==> config.mk <==
export PLATFORM = sky130hd
export DESIGN_NAME = pafs_top
export DESIGN_NICKNAME = d
export VERILOG_FILES = /design/src/pafs_pkg.sv /design/src/pafs_top.sv
export SDC_FILE = /design/constraint.sdc
export NUM_CORES = 1
export LEC_CHECK = 0
export BUFFER_PORTS_ARGS = -buffer_cell sky130_fd_sc_hd__buf_2
export CORE_MARGIN = 8
export CORE_UTILIZATION = 39
export CTS_CLUSTER_SIZE = 28
export DETAILED_ROUTE_END_ITERATION = 10
export PLACE_DENSITY = 0.78
export REMOVE_ABC_BUFFERS = 1
export SLEW_MARGIN = 10
export SYNTH_ARGS = -nofsm -noshare
export SYNTH_HDL_FRONTEND = slang
export SYNTH_SLANG_ARGS = --single-unit
==> constraint.sdc <==
create_clock -name hclk -period 1.87 [get_ports hclk]
set_clock_uncertainty 0.2 [all_clocks]
set_input_delay 0.374 -clock hclk [delete_from_list [all_inputs] [get_ports hclk]]
set_output_delay 0.374 -clock hclk [all_outputs]
set_load 0.005 [all_outputs]
==> src/pafs_pkg.sv <==
package pafs_pkg;

  // ----------------------------------------
  // register map
  // ----------------------------------------
  localparam logic [31:0] PAFS_UPPER_OFS = 32'h0000_0000;
  localparam logic [31:0] PAFS_LOWER_OFS = 32'h0000_0004;

  // writable bit masks, reserved bits read zero
  localparam logic [15:0] PAFS_UPPER_WMASK = 16'h555f;
  localparam logic [15:0] PAFS_LOWER_WMASK = 16'hfd75;

  // reset values
  localparam logic [15:0] PAFS_UPPER_RST_EXT = 16'h4000;
  localparam logic [15:0] PAFS_UPPER_RST_SC = 16'h0000;
  localparam logic [15:0] PAFS_LOWER_RST = 16'h0000;

  // ----------------------------------------
  // field positions
  // ----------------------------------------
  localparam int PAFS_P15_BIT = 14;
  localparam int PAFS_P14_BIT = 12;
  localparam int PAFS_P13_BIT = 10;
  localparam int PAFS_P12_BIT = 8;
  localparam int PAFS_P11_BIT = 6;
  localparam int PAFS_P10_BIT = 4;
  localparam int PAFS_P9_LSB = 2;
  localparam int PAFS_P8_LSB = 0;
  localparam int PAFS_P7_LSB = 14;
  localparam int PAFS_P6_LSB = 12;
  localparam int PAFS_P5_LSB = 10;
  localparam int PAFS_P4_BIT = 8;
  localparam int PAFS_P3_BIT = 6;
  localparam int PAFS_P2_LSB = 4;
  localparam int PAFS_P1_BIT = 2;
  localparam int PAFS_P0_BIT = 0;

  // ----------------------------------------
  // per-pin function codes
  // ----------------------------------------
  typedef enum logic [3:0] {
    PAFS_FN_GPIO = 4'h0,
    PAFS_FN_SYS_CLK_OUT = 4'h1,
    PAFS_FN_READ_STROBE = 4'h2,
    PAFS_FN_WRITE_STROBE_UPPER = 4'h3,
    PAFS_FN_WRITE_STROBE_LOWER = 4'h4,
    PAFS_FN_CHIP_SEL = 4'h5,
    PAFS_FN_TIMER_EXT_CLK = 4'h6,
    PAFS_FN_EXT_INTERRUPT = 4'h7,
    PAFS_FN_DMA_REQUEST = 4'h8,
    PAFS_FN_SERIAL_CLK = 4'h9,
    PAFS_FN_SERIAL_TX = 4'ha,
    PAFS_FN_SERIAL_RX = 4'hb
  } pafs_func_t;

  // operating mode as seen by the mux
  typedef struct packed {
    logic single_chip;    // single chip mode
    logic rom_invalid;    // on-chip rom invalid mode
  } pafs_mode_t;

  // all state of the block
  typedef struct packed {
    logic [15:0] upper_q;
    logic [15:0] lower_q;
    logic dp_write_q;
    logic dp_upper_q;
    logic dp_lower_q;
    logic [31:0] rdata_q;
    logic init_done_q;
  } pafs_state_t;

endpackage : pafs_pkg

==> src/pafs_top.sv <==
// Notes on behaviour
// - two 16-bit r/w function-select registers, upper for pins 15..8, lower for 7..0
// - power-on: upper loads 4000 in extended mode, 0000 in single chip mode
// - power-on: lower loads 0000, all pins 7..0 general io
// - only power-on reset initialises; manual, watchdog, standby, sleep keep contents
// - reserved bits read zero and ignore writes; software writes zero
// - operating mode overrides strobe, chip select and dma request selections
// - upper bit 14: pin 15 general io or system clock output
// - upper bit 12: pin 14 read strobe; single chip forces io, rom invalid forces strobe
// - upper bit 10: pin 13 upper write strobe, same mode overrides
// - upper bit 8: pin 12 lower write strobe, same mode overrides
// - upper bit 6: pin 11 chip select 1, same mode overrides
// - upper bit 4: pin 10 chip select 0, same mode overrides
// - upper bits 3:2: pin 9 io, timer clock d, interrupt 3, reserved
// - upper bits 1:0: pin 8 io, timer clock c, interrupt 2, reserved
// - lower bits 15:14: pin 7 io, timer clock b, chip select 3, reserved
// - lower bits 13:12: pin 6 io, timer clock a, chip select 2, reserved
// - lower bits 11:10: pin 5 io, serial clock 1, dma request 1, interrupt 1
// - lower bit 8: pin 4 general io or serial 1 transmit
// - lower bit 6: pin 3 general io or serial 1 receive
// - lower bits 5:4: pin 2 io, serial clock 0, dma request 0, interrupt 0
// - lower bit 2: pin 1 general io or serial 0 transmit
// - lower bit 0: pin 0 general io or serial 0 receive
//
// The implementer's own choices: register access over AHB-Lite and the register offsets.
`timescale 1ns/100ps
`default_nettype none

module pafs_top
  import pafs_pkg::*;
(
  input wire logic hclk,                          // bus clock
  input wire logic hresetn,                       // external power-on reset only
  input wire logic hsel,                          // slave select
  input wire logic [31:0] haddr,                  // byte address
  input wire logic [1:0] htrans,                  // transfer type
  input wire logic hwrite,                        // write not read
  input wire logic [2:0] hsize,                   // transfer size
  input wire logic hready,                        // bus ready in
  input wire logic [31:0] hwdata,                 // write data
  output logic [31:0] hrdata,                     // read data
  output logic hreadyout,                         // slave ready
  output logic hresp,                             // always okay
  input wire pafs_pkg::pafs_mode_t op_mode,       // operating mode straps
  output pafs_pkg::pafs_func_t pin_func [15:0],   // per-pin function
  output logic [15:0] upper_sel,                  // stored upper register
  output logic [15:0] lower_sel                   // stored lower register
);
  import pafs_pkg::*;

  pafs_state_t s_q;
  pafs_state_t s_d;
  logic addr_phase;
  logic [15:0] up_word;
  logic [15:0] lo_word;

  // ----------------------------------------
  // helpers
  // ----------------------------------------
  // a bus strobe: single chip forces io, rom invalid forces the strobe
  function automatic pafs_func_t strobe_sel(input logic bit_v, input pafs_mode_t m, input pafs_func_t fn);
    begin
      if (m.single_chip)
        strobe_sel = PAFS_FN_GPIO;
      else if (m.rom_invalid || bit_v)
        strobe_sel = fn;
      else
        strobe_sel = PAFS_FN_GPIO;
    end
  endfunction : strobe_sel

  // two-bit field with an overridable code 10 and optional code 11
  function automatic pafs_func_t two_bit_sel(input logic [1:0] f, input pafs_mode_t m, input pafs_func_t fn01,
                                             input pafs_func_t fn10, input logic ovr10, input pafs_func_t fn11);
    begin
      unique case (f)
        2'h0: two_bit_sel = PAFS_FN_GPIO;
        2'h1: two_bit_sel = fn01;
        2'h2: two_bit_sel = (ovr10 && m.single_chip) ? PAFS_FN_GPIO : fn10;
        2'h3: two_bit_sel = fn11;
      endcase
    end
  endfunction : two_bit_sel

  // ----------------------------------------
  // next state
  // ----------------------------------------
  assign addr_phase = hsel && hready && htrans[1];
  assign up_word = hwdata[15:0] & PAFS_UPPER_WMASK;
  assign lo_word = hwdata[15:0] & PAFS_LOWER_WMASK;

  always_comb
  begin
    s_d = s_q;
    // upper register reset value depends on boot mode, caught after release
    if (!s_q.init_done_q)
    begin
      s_d.init_done_q = 1'b1;
      s_d.upper_q = op_mode.single_chip ? PAFS_UPPER_RST_SC : PAFS_UPPER_RST_EXT;
    end
    // data phase of a write stores into the addressed register
    if (s_q.dp_write_q && s_q.dp_upper_q)
      s_d.upper_q = up_word;
    if (s_q.dp_write_q && s_q.dp_lower_q)
      s_d.lower_q = lo_word;
    // address phase capture
    if (hready)
    begin
      s_d.dp_write_q = addr_phase && hwrite;
      s_d.dp_upper_q = addr_phase && (haddr[7:0] == PAFS_UPPER_OFS[7:0]) && (haddr[31:8] == '0);
      s_d.dp_lower_q = addr_phase && (haddr[7:0] == PAFS_LOWER_OFS[7:0]) && (haddr[31:8] == '0);
    end
    // read data, unmapped reads zero
    s_d.rdata_q = '0;
    if (addr_phase && !hwrite)
    begin
      if (haddr == PAFS_UPPER_OFS)
        s_d.rdata_q = {16'h0000, s_d.upper_q};
      else if (haddr == PAFS_LOWER_OFS)
        s_d.rdata_q = {16'h0000, s_d.lower_q};
    end
  end

  // ----------------------------------------
  // state register
  // ----------------------------------------
  // only the power-on reset reaches these flops; other resets never do
  always_ff @(posedge hclk or negedge hresetn)
  begin
    if (!hresetn)
    begin
      s_q.upper_q <= PAFS_UPPER_RST_SC;
      s_q.lower_q <= PAFS_LOWER_RST;
      s_q.dp_write_q <= 1'b0;
      s_q.dp_upper_q <= 1'b0;
      s_q.dp_lower_q <= 1'b0;
      s_q.rdata_q <= '0;
      s_q.init_done_q <= 1'b0;
    end
    else
      s_q <= s_d;
  end

  // ----------------------------------------
  // bus outputs
  // ----------------------------------------
  assign hrdata = s_q.rdata_q;
  assign hreadyout = 1'b1;
  assign hresp = 1'b0;
  assign upper_sel = s_q.upper_q;
  assign lower_sel = s_q.lower_q;

  // ----------------------------------------
  // pin function decode
  // ----------------------------------------
  // mode overrides apply to strobes, chip selects and dma requests
  always_comb
  begin
    pin_func[15] = s_q.upper_q[PAFS_P15_BIT] ? PAFS_FN_SYS_CLK_OUT : PAFS_FN_GPIO;
    pin_func[14] = strobe_sel(s_q.upper_q[PAFS_P14_BIT], op_mode, PAFS_FN_READ_STROBE);
    pin_func[13] = strobe_sel(s_q.upper_q[PAFS_P13_BIT], op_mode, PAFS_FN_WRITE_STROBE_UPPER);
    pin_func[12] = strobe_sel(s_q.upper_q[PAFS_P12_BIT], op_mode, PAFS_FN_WRITE_STROBE_LOWER);
    pin_func[11] = strobe_sel(s_q.upper_q[PAFS_P11_BIT], op_mode, PAFS_FN_CHIP_SEL);
    pin_func[10] = strobe_sel(s_q.upper_q[PAFS_P10_BIT], op_mode, PAFS_FN_CHIP_SEL);
    pin_func[9] = two_bit_sel(s_q.upper_q[PAFS_P9_LSB +: 2], op_mode, PAFS_FN_TIMER_EXT_CLK,
                              PAFS_FN_EXT_INTERRUPT, 1'b0, PAFS_FN_GPIO);
    pin_func[8] = two_bit_sel(s_q.upper_q[PAFS_P8_LSB +: 2], op_mode, PAFS_FN_TIMER_EXT_CLK,
                              PAFS_FN_EXT_INTERRUPT, 1'b0, PAFS_FN_GPIO);
    pin_func[7] = two_bit_sel(s_q.lower_q[PAFS_P7_LSB +: 2], op_mode, PAFS_FN_TIMER_EXT_CLK,
                              PAFS_FN_CHIP_SEL, 1'b1, PAFS_FN_GPIO);
    pin_func[6] = two_bit_sel(s_q.lower_q[PAFS_P6_LSB +: 2], op_mode, PAFS_FN_TIMER_EXT_CLK,
                              PAFS_FN_CHIP_SEL, 1'b1, PAFS_FN_GPIO);
    pin_func[5] = two_bit_sel(s_q.lower_q[PAFS_P5_LSB +: 2], op_mode, PAFS_FN_SERIAL_CLK,
                              PAFS_FN_DMA_REQUEST, 1'b1, PAFS_FN_EXT_INTERRUPT);
    pin_func[4] = s_q.lower_q[PAFS_P4_BIT] ? PAFS_FN_SERIAL_TX : PAFS_FN_GPIO;
    pin_func[3] = s_q.lower_q[PAFS_P3_BIT] ? PAFS_FN_SERIAL_RX : PAFS_FN_GPIO;
    pin_func[2] = two_bit_sel(s_q.lower_q[PAFS_P2_LSB +: 2], op_mode, PAFS_FN_SERIAL_CLK,
                              PAFS_FN_DMA_REQUEST, 1'b1, PAFS_FN_EXT_INTERRUPT);
    pin_func[1] = s_q.lower_q[PAFS_P1_BIT] ? PAFS_FN_SERIAL_TX : PAFS_FN_GPIO;
    pin_func[0] = s_q.lower_q[PAFS_P0_BIT] ? PAFS_FN_SERIAL_RX : PAFS_FN_GPIO;
  end

endmodule : pafs_top

`default_nettype wire

==> impl_metrics.env, run 1 <==
export IMPL_grt_max_degree=53
export IMPL_fp_dieW_um=106
export IMPL_h_tree_depth=2
export IMPL_seq_area_frac_synth_pct=41.1
export IMPL_combPwrFrac_pct=16.6
export IMPL_design_area_um2=3600
export IMPL_met1_usage_pct=15.0
export IMPL_tritoncts="yes"
export IMPL_hpwl_um=6380
export IMPL_fin_crit_sh_pct=97.0
export IMPL_p_per_area_nw_per_um2=613
export IMPL_wl_um=7880
export IMPL_core_area_um2=8050
export IMPL_setup_tns_ps=0
export IMPL_syn_inst=314
export IMPL_crit_buf_inv=1
export IMPL_ir_drop_uv=248
export IMPL_slowest_delay_ps=440
export IMPL_seq_area_um2=1300
export IMPL_crit_type="reg -> out"
export IMPL_cp_required_ps=1300
export IMPL_setup_viol=0
export IMPL_dp_cells=498
export IMPL_multi_input_area_um2=1150
export IMPL_route_detailed_wl_per_inst_um=15.4
export IMPL_power_share_switching_pct=25.4
export IMPL_critical_path_top_delay_family="flip-flops"
export IMPL_slew_violations=0
export IMPL_die_y_um=106
export IMPL_grt_overflow=0
export IMPL_arrival_ps=1240
export IMPL_grtUsageMet2_pct=25.0
export IMPL_pin_count=206
export IMPL_antenna_found_initial=0
export IMPL_drt_iter0_drc=65
export IMPL_cap_viol_max_count=0
export IMPL_num_vias=2291
export IMPL_reg2reg_slack_ps=180
export IMPL_grt_pass1_wl_um=12700
export IMPL_rsz0062_at_grt="yes"
export IMPL_met3_usage_pct=5.57
export IMPL_ant_nets=0
export IMPL_synth_edf_count=0
export IMPL_drive_gt1_share_pct=49.5
export IMPL_syn_to_final_growth_pct=13.9
export IMPL_yosysWarnings=0
export IMPL_synth_top_family_by_area="buffers and inverters"
export IMPL_syn_area_per_cell_um2=10.1
export IMPL_drc=0
export IMPL_grtUsageTotal_pct=13.9
export IMPL_fin_nets=483
export IMPL_yosysUniqueCellTypes=36
export IMPL_dieArea_um2=11300
export IMPL_status="completed"
export IMPL_path_max_fanout=4
export IMPL_synthAdderAreaFrac_pct=0.791
export IMPL_cp_cell_sequence="nor3b_4 -> or2_4 -> buf_6"
export IMPL_leakage_nw=1.97
export IMPL_cp_slowest_cell="dfrtp_1"
export IMPL_ys_seq_elements=52
export IMPL_start_util_pct=39.3
export IMPL_placed_area_um2=3420
export IMPL_end_kind="output pin"
export IMPL_fin_cells=511
export IMPL_synthSimpleGateAreaFrac_pct=17.8
export IMPL_drt_pass1_iterations=4
export IMPL_numCtsBuffers=5
export IMPL_hold_path_class="in -> reg"
export IMPL_synth_xor_area_share_pct=0
export IMPL_synth_area_mux_share_pct=4.90
export IMPL_fillerInstances=783
export IMPL_viasPerCell=4.48
export IMPL_p_sw_mw=0.561
export IMPL_fin_crit_ps=1810
export IMPL_grt_busiest_layer="met2"
export IMPL_pwr_share_clk_pct=29.3
export IMPL_crit_path_start_kind="register"
export IMPL_cts_root_buf="clkbuf_8"
export IMPL_synth_compound_area_share_pct=6.45
export IMPL_clock_latency_ps=290
export IMPL_grt_pass1_vias=2613
export IMPL_synth_ff_type="dfrtp_1"
export IMPL_antenna_cells=0
export IMPL_p_int_mw=1.65
export IMPL_seqPwrFrac_pct=54.1
export IMPL_gp_congestion=0.707
export IMPL_ys_async_sr_fraction_pct=100
export IMPL_max_freq_mhz=551
export IMPL_finalHoldViolCount=0
export IMPL_cts_sinks=52
export IMPL_numPortBuffers=140
export IMPL_clock_path_buffers=2
export IMPL_clk_pin_slew_ps=90
export IMPL_syn_area_um2=3160
export IMPL_rows=33
power by group through the flow:
stage               registers [mW]  clock network (mW)  logic [mW]
finish                        1.19               0.648       0.368
floorplan                     1.22                   0       0.103
CTS                           1.19               0.677       0.341
global route                  1.20               0.727       0.410
global placement              1.21                   0       0.327
detailed placement            1.21                   0       0.334
logic make-up after synthesis:
logic type | Yosys count
buffers and inverters | 127
AOI/OAI and AO/OA | 29
other | 2
DFF | 52
muxes | 14
and+or+nand+nor | 88
adders and majority gates | 2
path summary, 6_finish.rpt:
kind / start / endpoint / cells past startpoint
worst max-delay path: lower_sel[13] / pin_func[26] / 3
worst min-delay path: hwrite / s_q[35] / 3
worst max register to register: s_q[35] / hrdata[6] / 5
worst min register to register: lower_sel[3] / lower_sel[3] / 1
max in group asynchronous: hresetn / s_q[35] / 3
min in group asynchronous: hresetn / hrdata[12] / 3
per-layer routing:
metal	share of wire, %	wire, um
met5	0	0
met4	0.42	33
met3	10	787
met2	50	3950
met1	39	3110
metrics by stage:
stage | hold WS (ps) | setup WS, ps | util (%) | total power, mW
after floorplan | -122 | -280 | - | 1.32
after global placement | 186 | -211 | 42.5 | 1.54
after detailed placement | 192 | -234 | 42.5 | 1.55
after CTS | 111 | 2.69 | 43.9 | 2.21
after global routing | 109 | -15.4 | 44.8 | 2.34
final | 119 | 55.6 | 44.8 | 2.21
synth_stat cells (3+ instances only):
cell        n  share of area (%)
buf_4     109                 26
dfrtp_1    52                 41
nor2_1     22                2.6
nand2_1    14                1.7
a22oi_1    13                3.1
nand3_1    10                1.6
mux2_2      9                3.2
o21ai_0     9                1.4
clkbuf_1    8               0.95
and2_1      7                1.4
inv_1       7               0.83
and3_1      6                1.2
nor2b_1     4               0.79
nor4_4      4                2.7
or4_4       4                1.4
buf_6       3                1.1
mux2_1      3                1.1
nor2_2      3               0.59
worst register-to-register path, cell delays in order (launching register included):
cell	delay (ps)
dfrtp_2	470
nand2_1	100
buf_4	200
mux2_2	370
a22oi_1	190
nor2_1	60
layout make-up:
type / instances / area share, %
sequential: 52 / 36.1
timing repair buffer: 162 / 25.1
tap: 105 / 3.64
multi-input combinational: 177 / 31.9
inverter: 7 / 0.729
clock buffer: 8 / 2.50
cell usage in the layout (no fill, tap or decap), types with 3 or more instances in the layout:
cell type	instances
dfrtp_1	51
nand2_1	14
mux2_1	3
and3_1	6
nand3_1	10
clkbuf_8	6
buf_4	19
buf_2	138
nor2_1	22
and2_1	7
nor2_2	3
or4_4	4
mux2_2	9
inv_1	7
nor4_4	4
a22oi_1	13
o21ai_0	9
conb_1	44
flip-flops by register name (all words and copies together), names as in the netlist:
| signal | cells |
|---|---|
| upper_sel | 16 |
| lower_sel | 16 |
| s_q | 4 |
| hrdata | 16 |
what timing repair did:
action,4_1_cts,5_1_grt
pin swaps,0,1
gates cloned,0,0
endpoints found under the hold margin,52,0
buffers inserted,1,3
hold buffers,1,0
gates resized for setup,1,11
endpoints found under the setup margin,1,7
No activity file was read; power rests on OpenSTA's default activity.
==> run 2, diff against run 1 <==
ABC_AREA = 1   (was not set)
PLACE_DENSITY = 0.77   (was 0.78)
==> run 2 against run 1 <==
Combinational power down 3%. Largest cell class unchanged. Count of clock-buffer cells in the layout down 2. Via count up 9.2%. Critical path type unchanged. First-iteration DRC count up 6.2%. Total power down 3.0%. Global-route usage down 0.47 points. Largest power group unchanged. Clock power down 7.6%. Sequential power about the same. Setup slack better by 12 ps. Critical endpoint unchanged. Sequential share of layout area up 0.46 points. Non-clock buffer count down 14. Final cell count up 14%.
==> impl_metrics.env, run 2 <==
export IMPL_hpwl_um=6240
export IMPL_drt_pass1_iterations=4
export IMPL_reg2reg_depth=8
export IMPL_gp_congestion=0.796
export IMPL_max_freq_mhz=555
export IMPL_syn_area_um2=3300
export IMPL_cp_slowest_cell="dfrtp_1"
export IMPL_clk_pin_slew_ps=80
export IMPL_hold_path_class="in -> reg"
export IMPL_syn_to_final_growth_pct=7.65
export IMPL_yosysTopAreaCell="dfrtp_1"
export IMPL_fin_crit_ps=1800
export IMPL_slew_violations=0
export IMPL_setup_tns_ps=0
export IMPL_cp_num_cells=3
export IMPL_viasPerCell=4.28
export IMPL_endpoint="pin_func[26]"
export IMPL_crit_path_start_kind="register"
export IMPL_fin_crit_sh_pct=96.4
export IMPL_met3_usage_pct=4.05
export IMPL_pin_count=206
export IMPL_start_util_pct=40.2
export IMPL_synth_most_common_cell="buf_4"
export IMPL_synth_top_cells_by_area="dfrtp_1 (39%), buf_4 (25%), nand2_1 (9.3%)"
export IMPL_grtUsageMet2_pct=24.2
export IMPL_rows=33
export IMPL_grt_pass1_vias=2535
export IMPL_ir_drop_uv=266
export IMPL_end_kind="output pin"
export IMPL_cp_cell_sequence="nor3_1 -> or2_4 -> buf_6"
export IMPL_ys_async_sr_fraction_pct=100
export IMPL_numCtsBuffers=5
export IMPL_yosys_area_top_type_share_pct=39.4
export IMPL_drive_gt1_share_pct=39.4
export IMPL_critical_path_top_delay_family="simple AND/OR/NAND/NOR gates"
export IMPL_layout_common_cells="buf_2 (139), nand2_1 (82), dfrtp_1 (52)"
export IMPL_grt_pass1_wl_um=12600
export IMPL_crit_buf_inv=1
export IMPL_p_per_area_nw_per_um2=603
export IMPL_met1_usage_pct=15.0
export IMPL_fin_cells=585
export IMPL_cp_required_ps=1300
export IMPL_syn_inst=403
export IMPL_die_y_um=108
export IMPL_synth_ff_type="dfrtp_1"
export IMPL_clock_path_buffers=2
export IMPL_crit_type="reg -> out"
export IMPL_yosysUniqueCellTypes=27
export IMPL_p_total_mw=2.14
export IMPL_rsz0062_at_grt="no"
export IMPL_rr_endpoint="hrdata[11]"
export IMPL_cts_sinks=52
export IMPL_antenna_found_initial=0
export IMPL_route_detailed_wl_per_inst_um=13.7
export IMPL_grt_busiest_layer="met2"
export IMPL_arrival_ps=1230
export IMPL_dp_cells=575
export IMPL_ant_nets=0
export IMPL_dieArea_um2=11700
export IMPL_antenna_cells=0
export IMPL_fin_nets=558
export IMPL_reg2reg_from="s_q[35]"
export IMPL_grtUsageTotal_pct=13.4
export IMPL_syn_area_per_cell_um2=8.20
export IMPL_drt_iter0_drc=69
export IMPL_cap_viol_max_count=0
export IMPL_setup_viol=0
export IMPL_path_max_fanout=3
export IMPL_yosysWarnings=0
export IMPL_ys_seq_elements=52
export IMPL_wl_um=8000
export IMPL_grt_max_degree=53
export IMPL_cts_root_buf="clkbuf_8"
export IMPL_leakage_nw=2.13
export IMPL_fp_dieW_um=108
export IMPL_final_common_cell="buf_2"
export IMPL_finalHoldViolCount=0
export IMPL_h_tree_depth=2
export IMPL_tritoncts="yes"
export IMPL_synth_edf_count=0
export IMPL_seq_area_frac_synth_pct=39.4
export IMPL_drc=0
export IMPL_grt_overflow=0
export IMPL_synth_commonest_cells="buf_4 (109), nand2_1 (82), dfrtp_1 (52), inv_1 (39), nor2_1 (35)"
export IMPL_reg2reg_slack_ps=190
export IMPL_slowest_delay_ps=420
export IMPL_setup_worst_path_start="lower_sel[12]"
export IMPL_status="completed"
export IMPL_num_vias=2501
export IMPL_clock_latency_ps=300
export IMPL_core_area_um2=8220
export IMPL_numPortBuffers=140
## run 2: cell types whose count changed after synthesis, sizes merged, moves of 6 or more
cell,previous run,this run
a21oi,1,18
a22oi,15,9
and2,7,0
and3,6,0
inv,7,41
mux2,12,0
nand2,15,86
nand3,10,2
nor2,25,58
## run 2: layout make-up
class	count	area, um2
sequential	52	1300
clock inverter	1	5.00
clock buffer	6	72.6
tap	105	131
multi-input combinational	232	1090
timing repair buffer	148	795
fill	848	4660
inverter	41	156
## run 2: power by group
part / leakage [nW] / internal, mW / switching [mW]
combinational: 1.40 / 0.160 / 0.197
sequential: 0.681 / 1.16 / 0.0322
clock: 0.0410 / 0.256 / 0.344
## run 2: worst min path at each step
| stage | start | end | slack, ps | cells past startpoint |
|---|---|---|---|---|
| after global routing | hwdata[11] | lower_sel[11] | 100 | 3 |
| after detailed placement | hresetn | hrdata[10] | 190 | 2 |
| after CTS | hready | s_q[34] | 90 | 2 |
| after global placement | hresetn | hrdata[5] | 180 | 2 |
| final | hready | s_q[34] | 100 | 2 |
| after floorplan | hresetn | hrdata[0] | -120 | 0 |
## run 2: routing by layer
metal | vias to the layer above | share of wire (%)
met5 | - | 0
met4 | 0 | 0.99
met3 | 6 | 10
met2 | 120 | 50
met1 | 1157 | 38
li1 | 1218 | -
## run 2: logic make-up (layout without fill, tap and decap cells)
group	after synthesis	after routing	synth area share, %
AO/OA/AOI/OAI	38	38	7.12
adder cells (fa/ha/maj)	2	2	0.757
buffers and inverters	161	196	32.3
flip-flops	52	52	39.4
other	2	44	0.227
AND/OR/NAND/NOR	148	148	20.2
## run 2: timing repair
item,4_1_cts,5_1_grt
buffers inserted,0,2
endpoints found under the setup margin,0,1
hold endpoints to repair,52,0
gates resized for setup,0,4
hold buffers,1,0
## run 2: metrics by stage
stage,utilization [%],worst slack (ps),area [um2],hold slack (ps)
after floorplan,-,307,2550,-122
after global placement,41.9,152,3440,185
after detailed placement,41.9,133,3440,190
after CTS,43.0,35.6,3530,90.5
after global routing,43.3,14.3,3560,96.3
final,43.3,67.1,3560,97.4
## run 2: worst reg2reg max path, delay by kind of cell (launching register included)
kind | cells | cell delay [ps]
flops | 1 | 420
simple gates | 6 | 650
buf+inv | 2 | 350
